<file path="src/pgr_pkg.sv">
// package: register map, field layout, reset values and timing for the rail-good register slice
package pgr_pkg;

  // register offsets on the byte-wide register port
  localparam logic [7:0] ADDR_UNLOCK_KEY   = 8'h0B;
  localparam logic [7:0] ADDR_GOOD_STATUS  = 8'h0C;
  localparam logic [7:0] ADDR_GOOD_CONTROL = 8'h0D;
  localparam logic [7:0] ADDR_BUCK1_VOLT   = 8'h0E;

  // reset values
  localparam logic [7:0] RST_UNLOCK_KEY    = 8'h00;
  localparam logic [7:0] RST_GOOD_STATUS   = 8'h00;
  localparam logic [7:0] RST_GOOD_CONTROL  = 8'h0C;
  localparam logic [7:0] RST_BUCK1_VOLT    = 8'h18;

  // the single code that opens protected registers
  localparam logic [7:0] UNLOCK_CODE       = 8'h7D;

  // field positions in the control register
  localparam int CTL_LINREG1_MASK_BIT      = 3;
  localparam int CTL_LINREG2_MASK_BIT      = 2;
  // writable bits: masks and delay select; upper nibble reserved
  localparam logic [7:0] CTL_WRITE_MASK    = 8'h0F;
  // buck-1: bit 7 external adjust, bit 6 reserved, bits 5..1 writable, bit 0 fixed
  localparam int BUCK_EXT_ADJ_BIT          = 7;
  localparam logic [7:0] BUCK_WRITE_MASK   = 8'hBE;

  // status bit positions
  localparam int ST_LINREG3 = 6;
  localparam int ST_LINREG4 = 5;
  localparam int ST_BUCK1   = 4;
  localparam int ST_BUCK2   = 3;
  localparam int ST_BUCK3   = 2;
  localparam int ST_LINREG1 = 1;
  localparam int ST_LINREG2 = 0;

  // delay choices in milliseconds
  localparam int DLY_SEL0_MS = 20;
  localparam int DLY_SEL1_MS = 100;
  localparam int DLY_SEL2_MS = 200;
  localparam int DLY_SEL3_MS = 400;
  localparam int CLK_MHZ     = 250;

  // rail condition inputs from the analog side
  typedef struct packed {
    logic linreg3_good;
    logic linreg4_good;
    logic buck1_good;
    logic buck2_good;
    logic buck3_good;
    logic linreg1_good;
    logic linreg2_good;
  } pgr_rails_type;

  // one register-port access
  typedef struct packed {
    logic       wr;
    logic       rd;
    logic [7:0] addr;
    logic [7:0] wdata;
  } pgr_access_type;

endpackage

</file>
<file path="src/pgr_regs.sv">
// module: protected rail-good and buck-1 register slice with rail-good pin delay
`timescale 1ns/1ns
// How it works
// - key register clears after the following transaction
// - key 0x7D opens the next access only, if it is a write
// - any other key keeps registers locked
// - control and buck-1 registers are protected
// - linreg3 good in status bit 6
// - linreg4 good in status bit 5
// - bucks 1..3 good in bits 4..2
// - linregs 1,2 in bits 1,0; bit7 zero
// - control bit 3 masks linreg1 from pin
// - control bit 2 masks linreg2 from pin
// - bits 1..0 select 20/100/200/400 ms delay
// - control resets to 0x0C, upper nibble zero
// - buck-1 bit 7 selects external adjust
// - buck-1 code bits 5..0, lsb fixed
// - status resets zero and is read-only
module pgr_regs #(
  parameter int DLY_SEL0_CYC = pgr_pkg::DLY_SEL0_MS * pgr_pkg::CLK_MHZ * 1000,
  parameter int DLY_SEL1_CYC = pgr_pkg::DLY_SEL1_MS * pgr_pkg::CLK_MHZ * 1000,
  parameter int DLY_SEL2_CYC = pgr_pkg::DLY_SEL2_MS * pgr_pkg::CLK_MHZ * 1000,
  parameter int DLY_SEL3_CYC = pgr_pkg::DLY_SEL3_MS * pgr_pkg::CLK_MHZ * 1000
) (
  input  wire logic                   i_clk_sys,
  input  wire logic                   i_rst,
  input  wire pgr_pkg::pgr_access_type i_acc,           // one-cycle access strobe
  input  wire logic                   i_xfer_done,      // bus transaction finished, pulse
  input  wire pgr_pkg::pgr_rails_type i_rails,          // async rail conditions
  output logic [7:0]                  o_rdata,          // read data, registered
  output logic                        o_rail_good_pin_oe, // high: pin pulled low
  output logic                        o_rail_good_pin,  // pin level driven (always 0)
  output logic                        o_buck1_external_adjust,
  output logic [5:0]                  o_buck1_voltage_code,
  output logic [11:0]                 o_buck1_millivolts // decoded target
);

  // register state
  logic [7:0]  unlock_key_q;        // key register
  logic        armed_q;             // key seen, next write may hit protected reg
  logic [7:0]  ctl_q;               // rail-good control
  logic [7:0]  buck_q;              // buck-1 voltage control
  logic [6:0]  rails_meta_q;        // first synchroniser stage
  logic [6:0]  rails_q;             // second stage, safe to use
  logic [7:0]  status;              // assembled status byte
  logic        all_good;            // all three bucks and unmasked linreg1/linreg2 good; linreg3/linreg4 not included
  logic [26:0] dly_cnt_q;           // pin delay counter
  logic [26:0] dly_target;          // selected delay in cycles
  logic        pin_good_q;          // pin released
  logic        wr_protected;        // write lands on protected register

  // millivolt decode of a buck voltage code
  function automatic logic [11:0] code_to_mv(input logic [5:0] c);
    logic [11:0] mv;
    mv = 12'd0;
    unique case (c[5:4])
      2'b00: mv = 12'(900 + 25 * int'(c[3:0]));             // 0.9 V up in 25 mV
      2'b01: mv = 12'(1300 + 25 * int'(c[3:0]));
      2'b10: mv = 12'(1900 + 50 * int'(c[3:0]));
      2'b11: begin
        if (c[3]) begin
          mv = 12'd3300;                                      // saturates
        end else if (c[2:0] > 3'd4) begin
          mv = 12'(3000 + 100 * (int'(c[2:0]) - 5));         // 3.0 V and up
        end else begin
          mv = 12'(2700 + 50 * int'(c[2:0]));
        end
      end
    endcase
    return mv;
  endfunction

  // two-flop synchroniser for analog good flags
  always_ff @(posedge i_clk_sys or posedge i_rst) begin
    if (i_rst) begin
      rails_meta_q <= 7'h00;
      rails_q      <= 7'h00;
    end else begin
      rails_meta_q <= i_rails;
      rails_q      <= rails_meta_q;
    end
  end

  // status byte: read-only, bit 7 reserved
  always_comb begin
    status = pgr_pkg::RST_GOOD_STATUS;
    status[pgr_pkg::ST_LINREG3] = rails_q[6];
    status[pgr_pkg::ST_LINREG4] = rails_q[5];
    status[pgr_pkg::ST_BUCK1]   = rails_q[4];
    status[pgr_pkg::ST_BUCK2]   = rails_q[3];
    status[pgr_pkg::ST_BUCK3]   = rails_q[2];
    status[pgr_pkg::ST_LINREG1] = rails_q[1];
    status[pgr_pkg::ST_LINREG2] = rails_q[0];
  end

  // protected write only when armed by the exact key
  assign wr_protected = i_acc.wr && armed_q &&
                        (i_acc.addr == pgr_pkg::ADDR_GOOD_CONTROL ||
                         i_acc.addr == pgr_pkg::ADDR_BUCK1_VOLT);

  // key register and arm flag; the next access other than a code key write disarms
  always_ff @(posedge i_clk_sys or posedge i_rst) begin
    if (i_rst) begin
      unlock_key_q <= pgr_pkg::RST_UNLOCK_KEY;
      armed_q      <= 1'b0;
    end else if (i_acc.wr && i_acc.addr == pgr_pkg::ADDR_UNLOCK_KEY) begin
      unlock_key_q <= i_acc.wdata;
      armed_q      <= (i_acc.wdata == pgr_pkg::UNLOCK_CODE);
    end else if (i_acc.wr || i_acc.rd) begin
      armed_q      <= 1'b0;                                   // only one write window
    end else if (i_xfer_done && !armed_q) begin
      unlock_key_q <= pgr_pkg::RST_UNLOCK_KEY;
    end
  end

  // protected registers; reserved and fixed bits never change
  always_ff @(posedge i_clk_sys or posedge i_rst) begin
    if (i_rst) begin
      ctl_q  <= pgr_pkg::RST_GOOD_CONTROL;
      buck_q <= pgr_pkg::RST_BUCK1_VOLT;
    end else if (wr_protected) begin
      if (i_acc.addr == pgr_pkg::ADDR_GOOD_CONTROL) begin
        ctl_q <= i_acc.wdata & pgr_pkg::CTL_WRITE_MASK;
      end else begin
        buck_q <= (i_acc.wdata & pgr_pkg::BUCK_WRITE_MASK) |
                  (pgr_pkg::RST_BUCK1_VOLT & ~pgr_pkg::BUCK_WRITE_MASK);
      end
    end
  end

  // read data; unmapped reads return zero
  always_ff @(posedge i_clk_sys or posedge i_rst) begin
    if (i_rst) begin
      o_rdata <= 8'h00;
    end else if (i_acc.rd) begin
      unique case (i_acc.addr)
        pgr_pkg::ADDR_UNLOCK_KEY:   o_rdata <= unlock_key_q;
        pgr_pkg::ADDR_GOOD_STATUS:  o_rdata <= status;
        pgr_pkg::ADDR_GOOD_CONTROL: o_rdata <= ctl_q;
        pgr_pkg::ADDR_BUCK1_VOLT:   o_rdata <= buck_q;
        default:                    o_rdata <= 8'h00;
      endcase
    end
  end

  // bucks and unmasked linreg1/linreg2 combine into the pin condition; linreg3/linreg4 are left out
  assign all_good = rails_q[4] && rails_q[3] && rails_q[2] &&
                    (rails_q[1] || ctl_q[pgr_pkg::CTL_LINREG1_MASK_BIT]) &&
                    (rails_q[0] || ctl_q[pgr_pkg::CTL_LINREG2_MASK_BIT]);

  // delay select
  always_comb begin
    unique case (ctl_q[1:0])
      2'b00: dly_target = 27'(DLY_SEL0_CYC);
      2'b01: dly_target = 27'(DLY_SEL1_CYC);
      2'b10: dly_target = 27'(DLY_SEL2_CYC);
      2'b11: dly_target = 27'(DLY_SEL3_CYC);
    endcase
  end

  // pin release after delay, immediate drop whenever all_good goes low
  always_ff @(posedge i_clk_sys or posedge i_rst) begin
    if (i_rst) begin
      dly_cnt_q  <= 27'd0;
      pin_good_q <= 1'b0;
    end else if (!all_good) begin
      dly_cnt_q  <= 27'd0;
      pin_good_q <= 1'b0;
    end else if (dly_cnt_q >= dly_target - 27'd1) begin
      pin_good_q <= 1'b1;
    end else begin
      dly_cnt_q  <= dly_cnt_q + 27'd1;
    end
  end

  // open-drain: drive low unless released
  assign o_rail_good_pin_oe = !pin_good_q;
  assign o_rail_good_pin    = 1'b0;

  // buck-1 outputs: source select and code
  assign o_buck1_external_adjust = buck_q[pgr_pkg::BUCK_EXT_ADJ_BIT];
  assign o_buck1_voltage_code    = buck_q[5:0];
  assign o_buck1_millivolts      = code_to_mv(buck_q[5:0]);

  // assertions: each guards one rule, gathered here after the logic they watch; all run
  // on the system clock and are silenced while reset is high
  // they look at registers, decoded nets and the access inputs only, never at the raw rail
  // inputs, so metastable samples cannot trip them
  
  // millivolt ceiling of the top code range; codes above it clamp here
  localparam logic [11:0] MV_CEILING = 12'hCE4;
endmodule

</file>
<file path="config.mk">
export PLATFORM = sky130hd
export DESIGN_NAME = pgr_regs
export DESIGN_NICKNAME = d
export VERILOG_FILES = /design/src/pgr_pkg.sv /design/src/pgr_regs.sv
export SDC_FILE = /design/constraint.sdc
export NUM_CORES = 1
export LEC_CHECK = 0
export ABC_AREA = 1
export BUFFER_PORTS_ARGS = -buffer_cell sky130_fd_sc_hd__buf_2
export CORE_UTILIZATION = 60
export DETAILED_ROUTE_END_ITERATION = 10
export PLACE_DENSITY = 0.81
export SYNTH_ARGS = -nofsm -noshare
export SYNTH_HDL_FRONTEND = slang
export SYNTH_SLANG_ARGS = --single-unit
</file>
<file path="constraint.sdc">
create_clock -name i_clk_sys -period 3.6 [get_ports i_clk_sys]
set_input_delay 0.72 -clock i_clk_sys [delete_from_list [all_inputs] [get_ports i_clk_sys]]
set_output_delay 0.72 -clock i_clk_sys [all_outputs]
set_load 0.005 [all_outputs]
</file>
# Word-level counts from Yosys, hierarchy flattened
# Cells that the tools add are included.
# op_classes
addsub	8
n_mul	4
div	0
order_cmp	2
n_eq_ne	14
shift	0
mux	14
bitwise	1
reduce_logical	21
# ops
cell	n
27-bit one-hot mux with 4 select lines	1
27-bit two-way mux	2
12-bit one-hot mux with 4 select lines	1
8-bit by 4-bit equality test with 1-bit output (second input constant)	4
8-bit one-hot mux with 4 select lines	1
27-bit by 1-bit adder with 27-bit output (second input constant)	1
27-bit >= comparator	1
27-bit by 1-bit subtractor with 27-bit output (second input constant)	1
12-bit two-way mux	2
8-bit two-way mux	3
5-bit by 3-bit multiplier with 8-bit output (first input constant)	2
11-bit by 10-bit adder with 12-bit output (first input constant)	1
11-bit by 12-bit adder with 12-bit output (first input constant)	1
11-bit by 9-bit adder with 12-bit output (first input constant)	1
12-bit adder (first input constant)	1
12-bit by 9-bit adder with 12-bit output (first input constant)	1
6-bit by 4-bit multiplier with 10-bit output (first input constant)	1
2-bit equality test (second input constant)	4
8-bit by 7-bit equality test with 1-bit output (second input constant)	1
1-bit logical AND	8
5-bit by 2-bit multiplier with 7-bit output (first input constant)	1
2-bit AND reduction	3
2-bit by 1-bit equality test with 1-bit output (second input constant)	2
2-bit logical NOT	2
9 further kinds	18
# totals
regBits	69
latchBits	0
ram_bits	0
mem_bits_ro	0
inputBits	28
out_inout_bits	29
elab_cells	73
mem_count	0

# Longest topological paths before layout
# Gate-level depths: netlist (run 1).
# depth
word_depth	6
mapped_depth	15
mapped_depth_nobuf	14

# Least setup slack after synthesis (run 1)
# OpenSTA, ideal clock, no wires.
# synth_path
kind	reg-to-output
start	reg buck_q[2]
end	out o_buck1_millivolts[9]
arrival_time_ps	2201
required_ps	2880
slack_ps	679
stages_incl_launch_ff	12
path_buffers	0
cell_sequence	dfrtp_1 > inv_1 > ha_1 > inv_1 > ha_1 > ha_1 > nor2_1 > nand2_1 > o21ai_0 > xor2_1 > nand2_1 > nand4_1
# synth_via
elab_chain_len	6
word_cells_on_any_way	14
cone_classes	6 x add/sub; 4 x mul; 1 x order compare; 3 x mux
# synth_rtl
element	line_no	text
from (decl)	pgr_regs.sv:42	logic [7:0] buck_q;
from (signal assigned)	pgr_regs.sv:120	buck_q <= pgr_pkg::RST_BUCK1_VOLT;
from (signal assigned)	pgr_regs.sv:125	buck_q <= (i_acc.wdata & pgr_pkg::BUCK_WRITE_MASK) |
3-bit by 3-bit subtractor with 4-bit output	pgr_regs.sv:64	mv = 12'(3000 + 100 * (int'(c[2:0]) - 5));
6-bit by 4-bit multiplier with 10-bit output	pgr_regs.sv:64	
12-bit adder	pgr_regs.sv:64	
12-bit two-way mux	pgr_regs.sv:63	end else if (c[2:0] > 3'd4) begin
12-bit two-way mux	pgr_regs.sv:61	if (c[3]) begin
12-bit one-hot mux with 4 select lines (*)	pgr_regs.sv:56	unique case (c[5:4])
to (decl)	pgr_regs.sv:35	output logic [11:0] o_buck1_millivolts
# Mark *: on every way between the ends. The rest lies on a longest branch, timed or not.

# Worst setup path after layout (run 1)
# layout_path
start	reg buck_q[3]
end	out o_buck1_millivolts[9]
# layout_via
elab_chain_len	3
word_cells_on_any_way	7
cone_classes	3 x add/sub; 2 x mul; 2 x mux
# layout_rtl
element	line_no	text
5-bit by 3-bit multiplier with 8-bit output	pgr_regs.sv:57, pgr_regs.sv:58, pgr_regs.sv:59	
11-bit by 12-bit adder with 12-bit output (tied with other cells)	pgr_regs.sv:57	2'b00: mv = 12'(900 + 25 * int'(c[3:0]));
12-bit one-hot mux with 4 select lines (*)	pgr_regs.sv:56	
# Marks and branches as above.

==> results.ini, run 1 <==
[run_status]
outcome = finished, final reports clean

[sta]
max_freq_mhz = 298
setup_viol = 0
drv_slew = 0
final.min_clock_period_ns = 3.36
setup_ws_ns = 0.241
final.period_utilization_pct = 93.3
finalHoldViolCount = 0
finClkSkew_ns = 0.0150
rsz0062_at_grt = false
worstMarginPinSlew_ns = 0.879
fin_tns_setup_ns = 0
slew-limit-headroom_pct = 41.2

[routing]
drtIter0Drc = 273
num_vias = 4943
drt_pass1_iterations = 5
viasPerCell = 5.55
drc = 0
detail-route-antenna-nets = 0
wl_per_cell_um = 14.5
routed_wl_um = 12900

[clocking]
htree_levels = 3
cts_root_buf = clkbuf_8
clkSinkCount = 69
cts_resized = 0
cts_buffer_depth = 2
cts_tree = done
hold_buffers = 0
cts_setup_buffers = 0
clk_latency_ns = 0.35
numCtsBuffers = 9
clkTransAtPathRegs_ns = 0.09

[global_route]
grt_pass1_vias = 4630
grt_max_degree = 38
grt_overflow = 0
grt_antenna_before_repair = 0
track_usage_pct = 30.4
grt_first_pass_wirelength_um = 21000

[synth]
yosys.cell_types.count = 39
ys_ff_latch = 69
synth_area_um2 = 5110
synth-seq-area-share_pct = 33.9
syn_inst = 728
ys.warnings.count = 0
avgSynthCellArea_um2 = 7.03

[min_path]
hold_path.startpoint = rails_meta_q[2]
worstHoldEndpoint = rails_q[2]
hold_depth = 0
min_path_type = reg -> reg

[power_and_ir_drop]
powerDensity_nw_per_um2 = 255
leakage_uw = 0.00307
ir_drop_mv = 0.200

[floorplan]
die_y_um = 94.3
rows = 33
core_um2 = 8220
dieArea_um2 = 8900
initial_core_util_pct = 62.3
ios = 57
fp.dieW_um = 94.3

[placed_design]
gp_congestion = 1.00
pre_cts_slack_ns = 0.629
port_buffers = 53
dpl.hpwl_um = 9650

[critical_path]
r2r_end = dly_cnt_q[19]
critPathArrivalTime_ns = 2.64
cp.required_ns = 2.88
critPathLaunchType = flip-flop
critical_path_class = reg -> out
crit_fanout = 11
r2r_start = ctl_q[1]
rr_worst_depth = 14
r2r_setup_slack_ns = 0.61
cp-end-kind = primary output

[cells_and_area]
final_util_pct = 68.5
nFillCells = 680
final_common_cell = nand2_1
antenna_cells = 0
num-nets-final = 850
drive_gt1_share_pct = 13.0
mostFrequentLayoutCells = nand2_1 (222), inv_1 (91), nor2_1 (69)
synthToLayoutAreaGrowth_pct = 9.98

[flow_run]
maxCapViolCount = 0

[worst max-delay path by stage]
| stage | to | cells after the start | start |
|---|---|---|---|
| global route | o_buck1_millivolts[9] | 11 | buck_q[3] |
| CTS | o_buck1_millivolts[9] | 11 | buck_q[3] |
| global placement | o_buck1_millivolts[9] | 11 | buck_q[3] |
| finish | o_buck1_millivolts[9] | 11 | buck_q[3] |
| floorplan | o_buck1_millivolts[9] | 11 | buck_q[2] |
| detailed placement | o_buck1_millivolts[9] | 11 | buck_q[3] |
[final cells by class]
| class | count | area, um2 | share of cell area (%) |
|---|---|---|---|
| timing repair buffer | 59 | 310 | 5.52 |
| tap | 105 | 131 | 2.34 |
| sequential | 69 | 1730 | 30.8 |
| clock inverter | 5 | 36.3 | 0.645 |
| multi-input combinational | 547 | 2920 | 51.9 |
| clock buffer | 11 | 141 | 2.51 |
| inverter | 95 | 357 | 6.34 |
[logic make-up after synthesis]
kind of cell | after synthesis | synth area share, %
buffers and inverters | 115 | 9.44
xor gates and xnor gates | 17 | 2.91
and+or+nand+nor | 415 | 36.1
DFF | 69 | 33.9
other | 2 | 0.147
AOI/OAI and AO/OA | 69 | 7.53
adders and majority gates | 41 | 10.0
[layer usage]
metal  up-vias  share of wire (%)  track usage (%)
met5         -                  0                0
met4         0                2.7             11.5
met3        28                5.0             5.07
met2       157                 50             55.1
met1      2304                 43             35.8
li1       2454                  -                -
[critical path, cell delays in order (launching register included)]
cell	delay [ns]
dfstp_2	0.65
ha_1	0.28
inv_1	0.07
ha_1	0.14
ha_1	0.29
nor2_1	0.16
nand2_1	0.06
o21ai_0	0.24
xor2_1	0.17
nand2_1	0.06
nand4_1	0.07
buf_2	0.11
[report_power, final]
| part | internal [uW] | switching (uW) |
|---|---|---|
| combinational | 18.6 | 45.8 |
| clock | 270 | 310 |
| sequential | 785 | 4.72 |
| total | 1070 | 360 |
[per-stage QoR]
step	power (uW)	cell area, um2	std cells	hold slack, ns
finish	1430	5630	891	0.349
global route	1490	5630	891	0.364
CTS	1440	5630	891	0.351
detailed placement	869	5450	875	0.335
global placement	866	5450	875	0.332
floorplan	838	5130	731	0.331
[cell usage after synthesis (all sizes together)]
cell type | n | area (um2)
o2111ai | 1 | 8.76
nor4 | 2 | 27.5
or2 | 3 | 18.8
dfstp | 4 | 105
inv | 94 | 353
a22oi | 1 | 7.51
a21oi | 15 | 86.3
o22ai | 5 | 31.3
o211ai | 2 | 15.0
dfrtp | 65 | 1630
nand3 | 67 | 355
o31ai | 1 | 7.51
xor2 | 17 | 149
ha | 41 | 513
o221ai | 1 | 8.76
conb | 2 | 7.51
nand3b | 2 | 15.0
nor2 | 74 | 300
clkinv | 1 | 3.75
nand4 | 35 | 234
clkbuf | 9 | 33.8
a31oi | 2 | 12.5
nand2 | 227 | 865
buf | 11 | 92.6
o21ai | 40 | 200
nor3 | 5 | 30.0
a21o | 1 | 7.51
[state kept, by name, indices dropped and copies added (netlist names)]
register and flops:
pin_good_q 1, rails_meta_q 7, rails_q 7, unlock_key_q 8, o_rdata 8, dly_cnt_q 27
ctl_q 4, armed_q 1, buck_q 6
Note: power is estimated with default switching activity, not from simulation.
==> run 2, diff against run 1 <==
- clock period: 3.6 -> 3.3 ns (I/O delays scaled with it)
==> results.ini, run 2 (same netlist as run 1, synthesis figures left out) <==
[flow_run]
maxCapViolCount = 0

[cells_and_area]
antenna_cells = 0
regMostFlops = dly_cnt_q
largest_reg_flops = 27
mostFrequentLayoutCells = nand2_1 (222), inv_1 (91), nor2_1 (67)
layoutNonFillerInstCount = 897
synthToLayoutAreaGrowth_pct = 12.1
final_common_cell = nand2_1
drive_gt1_share_pct = 14.3
largest_registers = dly_cnt_q: 27 flops, o_rdata: 8 flops, unlock_key_q: 8 flops
num-nets-final = 856
nFillCells = 693

[floorplan]
rows = 33
core_um2 = 8220
initial_core_util_pct = 62.3
die_y_um = 94.3
fp.dieW_um = 94.3
dieArea_um2 = 8900
ios = 57

[routing]
drtIter0Drc = 264
viasPerCell = 5.45
drt_pass1_iterations = 4
routed_wl_um = 12600
drc = 0
detail-route-antenna-nets = 0
wl_per_cell_um = 14.1
num_vias = 4886

[critical_path]
critPathMostFrequentCell = inv_1
crit_buf_inv = 4
rr_worst_depth = 15
critical_path_class = reg -> out
crit_fanout = 7
critPathArrivalTime_ns = 2.49
path_cells = inv_1, ha_1, inv_1, ha_1, ha_2, inv_1, nor3_1, nand3b_1, o2111ai_1, buf_2
critPathMaxStageDelay_ns = 0.39
critical-path-top-delay-family = adder cells
cp-end-kind = primary output
cp.required_ns = 2.64
slowest_stage = ha_2
cp.depth = 10
critPathLaunchType = flip-flop

[run_status]
outcome = finished, final reports clean

[power_and_ir_drop]
power_frac_clock_pct = 46.0
powerDensity_nw_per_um2 = 300
p_total_uw = 1720
leakage_uw = 0.00313
seqPwrFrac_pct = 50.0
swShare_pct = 22.9
p_comb_share_pct = 4.0
ir_drop_mv = 0.241
p_int_uw = 1330
p_sw_uw = 395

[global_route]
grt_pass1_vias = 4487
grt_overflow = 0
grt_max_degree = 29
grt_antenna_before_repair = 0
track_usage_pct = 29.8
grt_first_pass_wirelength_um = 20800

[sta]
finalHoldViolCount = 0
fin_tns_setup_ns = 0
worstMarginPinSlew_ns = 0.501
slew-limit-headroom_pct = 66.6
max_freq_mhz = 318
final.min_clock_period_ns = 3.15
final.period_utilization_pct = 95.3
rsz0062_at_grt = false
drv_slew = 0
setup_viol = 0
finClkSkew_ns = 0.00693

[placed_design]
port_buffers = 53
placedCellCount = 877
gp_congestion = 0.975
dpl.hpwl_um = 9420

[clocking]
clkSinkCount = 69
numCtsBuffers = 9
clkTransAtPathRegs_ns = 0.08
hold_buffers = 0
clk_latency_ns = 0.34
cts_root_buf = clkbuf_8
cts_tree = done
htree_levels = 3
cts_buffer_depth = 2

[min_path]
min_path_type = in -> async

-- run 2: cell count changes in the layout (fill, tap and decap cells not counted), sizes merged --
cell      delta
buf          +6
bufinv       +2
clkinvlp     -2
clkbuf       -1
clkinv       +1
-- run 2: worst paths after layout --
kind	start	endpoint	slack, ns
max	buck_q[2]	o_buck1_millivolts[7]	0.15
min	i_rst	dly_cnt_q[25]	0.34
max reg2reg	ctl_q[1]	dly_cnt_q[16]	0.54
min reg2reg	rails_meta_q[5]	rails_q[5]	0.35
max in group asynchronous	i_rst	buck_q[3]	2.19
min in group i_clk_sys	rails_meta_q[5]	rails_q[5]	0.35
-- run 2: what timing repair did --
action	CTS	global route
buffers inserted	0	4
setup endpoints to repair	0	5
resized for setup	0	5
-- run 2: cell type report --
cell class	count	area (um2)	share of cell area, %
tap	105	131	2.29
multi-input combinational	547	2930	51.1
clock buffer	10	138	2.40
inverter	95	357	6.22
sequential	69	1730	30.2
timing repair buffer	65	355	6.20
clock inverter	6	93.8	1.64
-- run 2: power by group through the flow --
| stage | clock network [uW] | logic [uW] | registers, uW |
|---|---|---|---|
| after floorplan | 0 | 38.6 | 876 |
| after global placement | 0 | 68.1 | 877 |
| after detailed placement | 0 | 69.2 | 877 |
| after CTS | 807 | 69.6 | 860 |
| after global routing | 842 | 79.9 | 861 |
| final | 792 | 69.5 | 860 |
-- run 2: metrics by stage --
step | util (%) | setup slack [ns] | hold WS [ns] | area [um2]
4_1_cts | 69.3 | 0.0130 | 0.340 | 5690
3_5_place_dp | 66.5 | 0.390 | 0.335 | 5460
5_1_grt | 69.8 | 0.0154 | 0.367 | 5740
2_1_floorplan | - | 0.439 | 0.331 | 5130
6_report | 69.8 | 0.154 | 0.339 | 5740
3_3_place_gp | 66.5 | 0.436 | 0.333 | 5460
-- run 2: per-layer routing --
metal | routed length [um] | vias to the layer above | GRT usage, %
met5 | 0 | - | 0
met1 | 5200 | 2197 | 35.9
met3 | 925 | 33 | 5.39
met4 | 365 | 0 | 12.6
met2 | 6150 | 187 | 52.2
li1 | - | 2469 | -
==> run 3, diff against run 2 <==
- CTS_BUF_LIST: not set -> sky130_fd_sc_hd__clkbuf_16
==> results.ini, run 3 (same netlist as run 1, synthesis figures left out) <==
[run_status]
outcome = finished, final reports clean

[cells_and_area]
seq_area_um2 = 1730
antenna_cells = 0
nFillCells = 680
largest_reg_flops = 27
largest_registers = dly_cnt_q: 27 flops, o_rdata: 8 flops, unlock_key_q: 8 flops
multi_input_comb_area_um2 = 2930
num-nets-final = 856
regMostFlops = dly_cnt_q
drive_gt1_share_pct = 14.1
final_common_cell = nand2_1
final_util_pct = 70.9
mostFrequentLayoutCells = nand2_1 (222), inv_1 (91), nor2_1 (67)
synthToLayoutAreaGrowth_pct = 13.9

[floorplan]
ios = 57
rows = 33
die_y_um = 94.3
dieArea_um2 = 8900
core_um2 = 8220
initial_core_util_pct = 62.3
fp.dieW_um = 94.3

[global_route]
grt_max_degree = 29
grt_first_pass_wirelength_um = 21300
track_usage_pct = 30.5
grt_pass1_vias = 4602
grt_overflow = 0
grt_antenna_before_repair = 0

[clocking]
numCtsBuffers = 9
cts_buffer_depth = 2
clk_latency_ns = 0.33
cts_root_buf = clkbuf_16
cts_tree = done
clkTransAtPathRegs_ns = 0.06
htree_levels = 3
clkSinkCount = 69

[placed_design]
port_buffers = 53
gp_congestion = 0.975
dpl.hpwl_um = 9420

[sta]
fin_tns_setup_ns = 0
final.min_clock_period_ns = 3.15
slew-limit-headroom_pct = 66.3
rsz0062_at_grt = false
worstMarginPinSlew_ns = 0.505
finalHoldViolCount = 0
setup_viol = 0
finClkSkew_ns = 0.00433
drv_slew = 0
max_freq_mhz = 318
final.period_utilization_pct = 95.4

[power_and_ir_drop]
leakage_uw = 0.00317
powerDensity_nw_per_um2 = 340
ir_drop_mv = 0.284

[critical_path]
crit_fanout = 7
critPathLaunchType = flip-flop
critical_path_class = reg -> out
critPathArrivalTime_ns = 2.49
cp.required_ns = 2.64
cp-end-kind = primary output

[routing]
detail-route-antenna-nets = 0
num_vias = 4999
drtIter0Drc = 247
wl_per_cell_um = 14.6
viasPerCell = 5.57
drt_pass1_iterations = 5
routed_wl_um = 13100
drc = 0

[flow_run]
maxCapViolCount = 0

[min_path]
min_path_type = reg -> reg

[run 3: cell count changes in the layout (fill, tap and decap cells not counted)]
cell | previous run | this run
clkbuf_8 | 10 | 0
clkbuf_16 | 0 | 9
clkinv_1 | 1 | 2
[run 3: final cells by class]
type / count / area share (%)
clock buffers: 9 / 3.87
clock inverters: 7 / 1.67
inverters: 95 / 6.12
multi-input cells: 547 / 50.3
flip-flops and latches: 69 / 29.7
well taps: 105 / 2.25
repair buffers: 65 / 6.10
[run 3: final timing paths]
check,startpoint,to,slack [ns],cells after the start
worst max-delay path,buck_q[2],o_buck1_millivolts[7],0.15,10
worst min-delay path,rails_meta_q[5],rails_q[5],0.35,0
worst max register to register,ctl_q[1],dly_cnt_q[19],0.51,15
worst min register to register,rails_meta_q[5],rails_q[5],0.35,0
max in group asynchronous,i_rst,buck_q[4],2.18,3
min in group asynchronous,i_rst,pin_good_q,0.36,2
[run 3: what timing repair did]
item | 4_1_cts | 5_1_grt
buffers inserted | 0 | 4
hold endpoints to repair | 0 | 0
gates resized for setup | 0 | 5
hold buffers | 0 | 0
endpoints found under the setup margin | 0 | 4
[run 3: power by group]
part           total [uW]  switching [uW]  internal, uW
clock network        1050             385           664
logic                70.1            49.9          20.2
registers             862            4.66           857
[run 3: critical path, stage by stage, from the launching register on]
cell and delay, ns:
dfrtp_1 0.34, inv_1 0.11, ha_1 0.33, inv_1 0.05, ha_1 0.19, ha_2 0.39
inv_1 0.10, nor3_1 0.26, nand3b_1 0.15, o2111ai_1 0.09, buf_2 0.14
[run 3: routing by layer]
metal  up-vias  part of all wire (%)  GRT usage (%)
met5         -                     0              0
met4         0                   2.3           11.2
met3        34                   7.1           5.56
met2       205                    50           55.1
met1      2293                    41           35.8
li1       2467                     -              -
[run 3: metrics by stage]
step | hold slack (ns) | power, uW | setup slack [ns] | cell area (um2) | std cells
after global routing | 0.357 | 2030 | 0.0310 | 5830 | 897
final | 0.347 | 1980 | 0.153 | 5830 | 897
after floorplan | 0.331 | 914 | 0.439 | 5130 | 731
after global placement | 0.333 | 945 | 0.436 | 5460 | 877
after detailed placement | 0.335 | 946 | 0.390 | 5460 | 877
after CTS | 0.348 | 1980 | 0.0353 | 5790 | 893
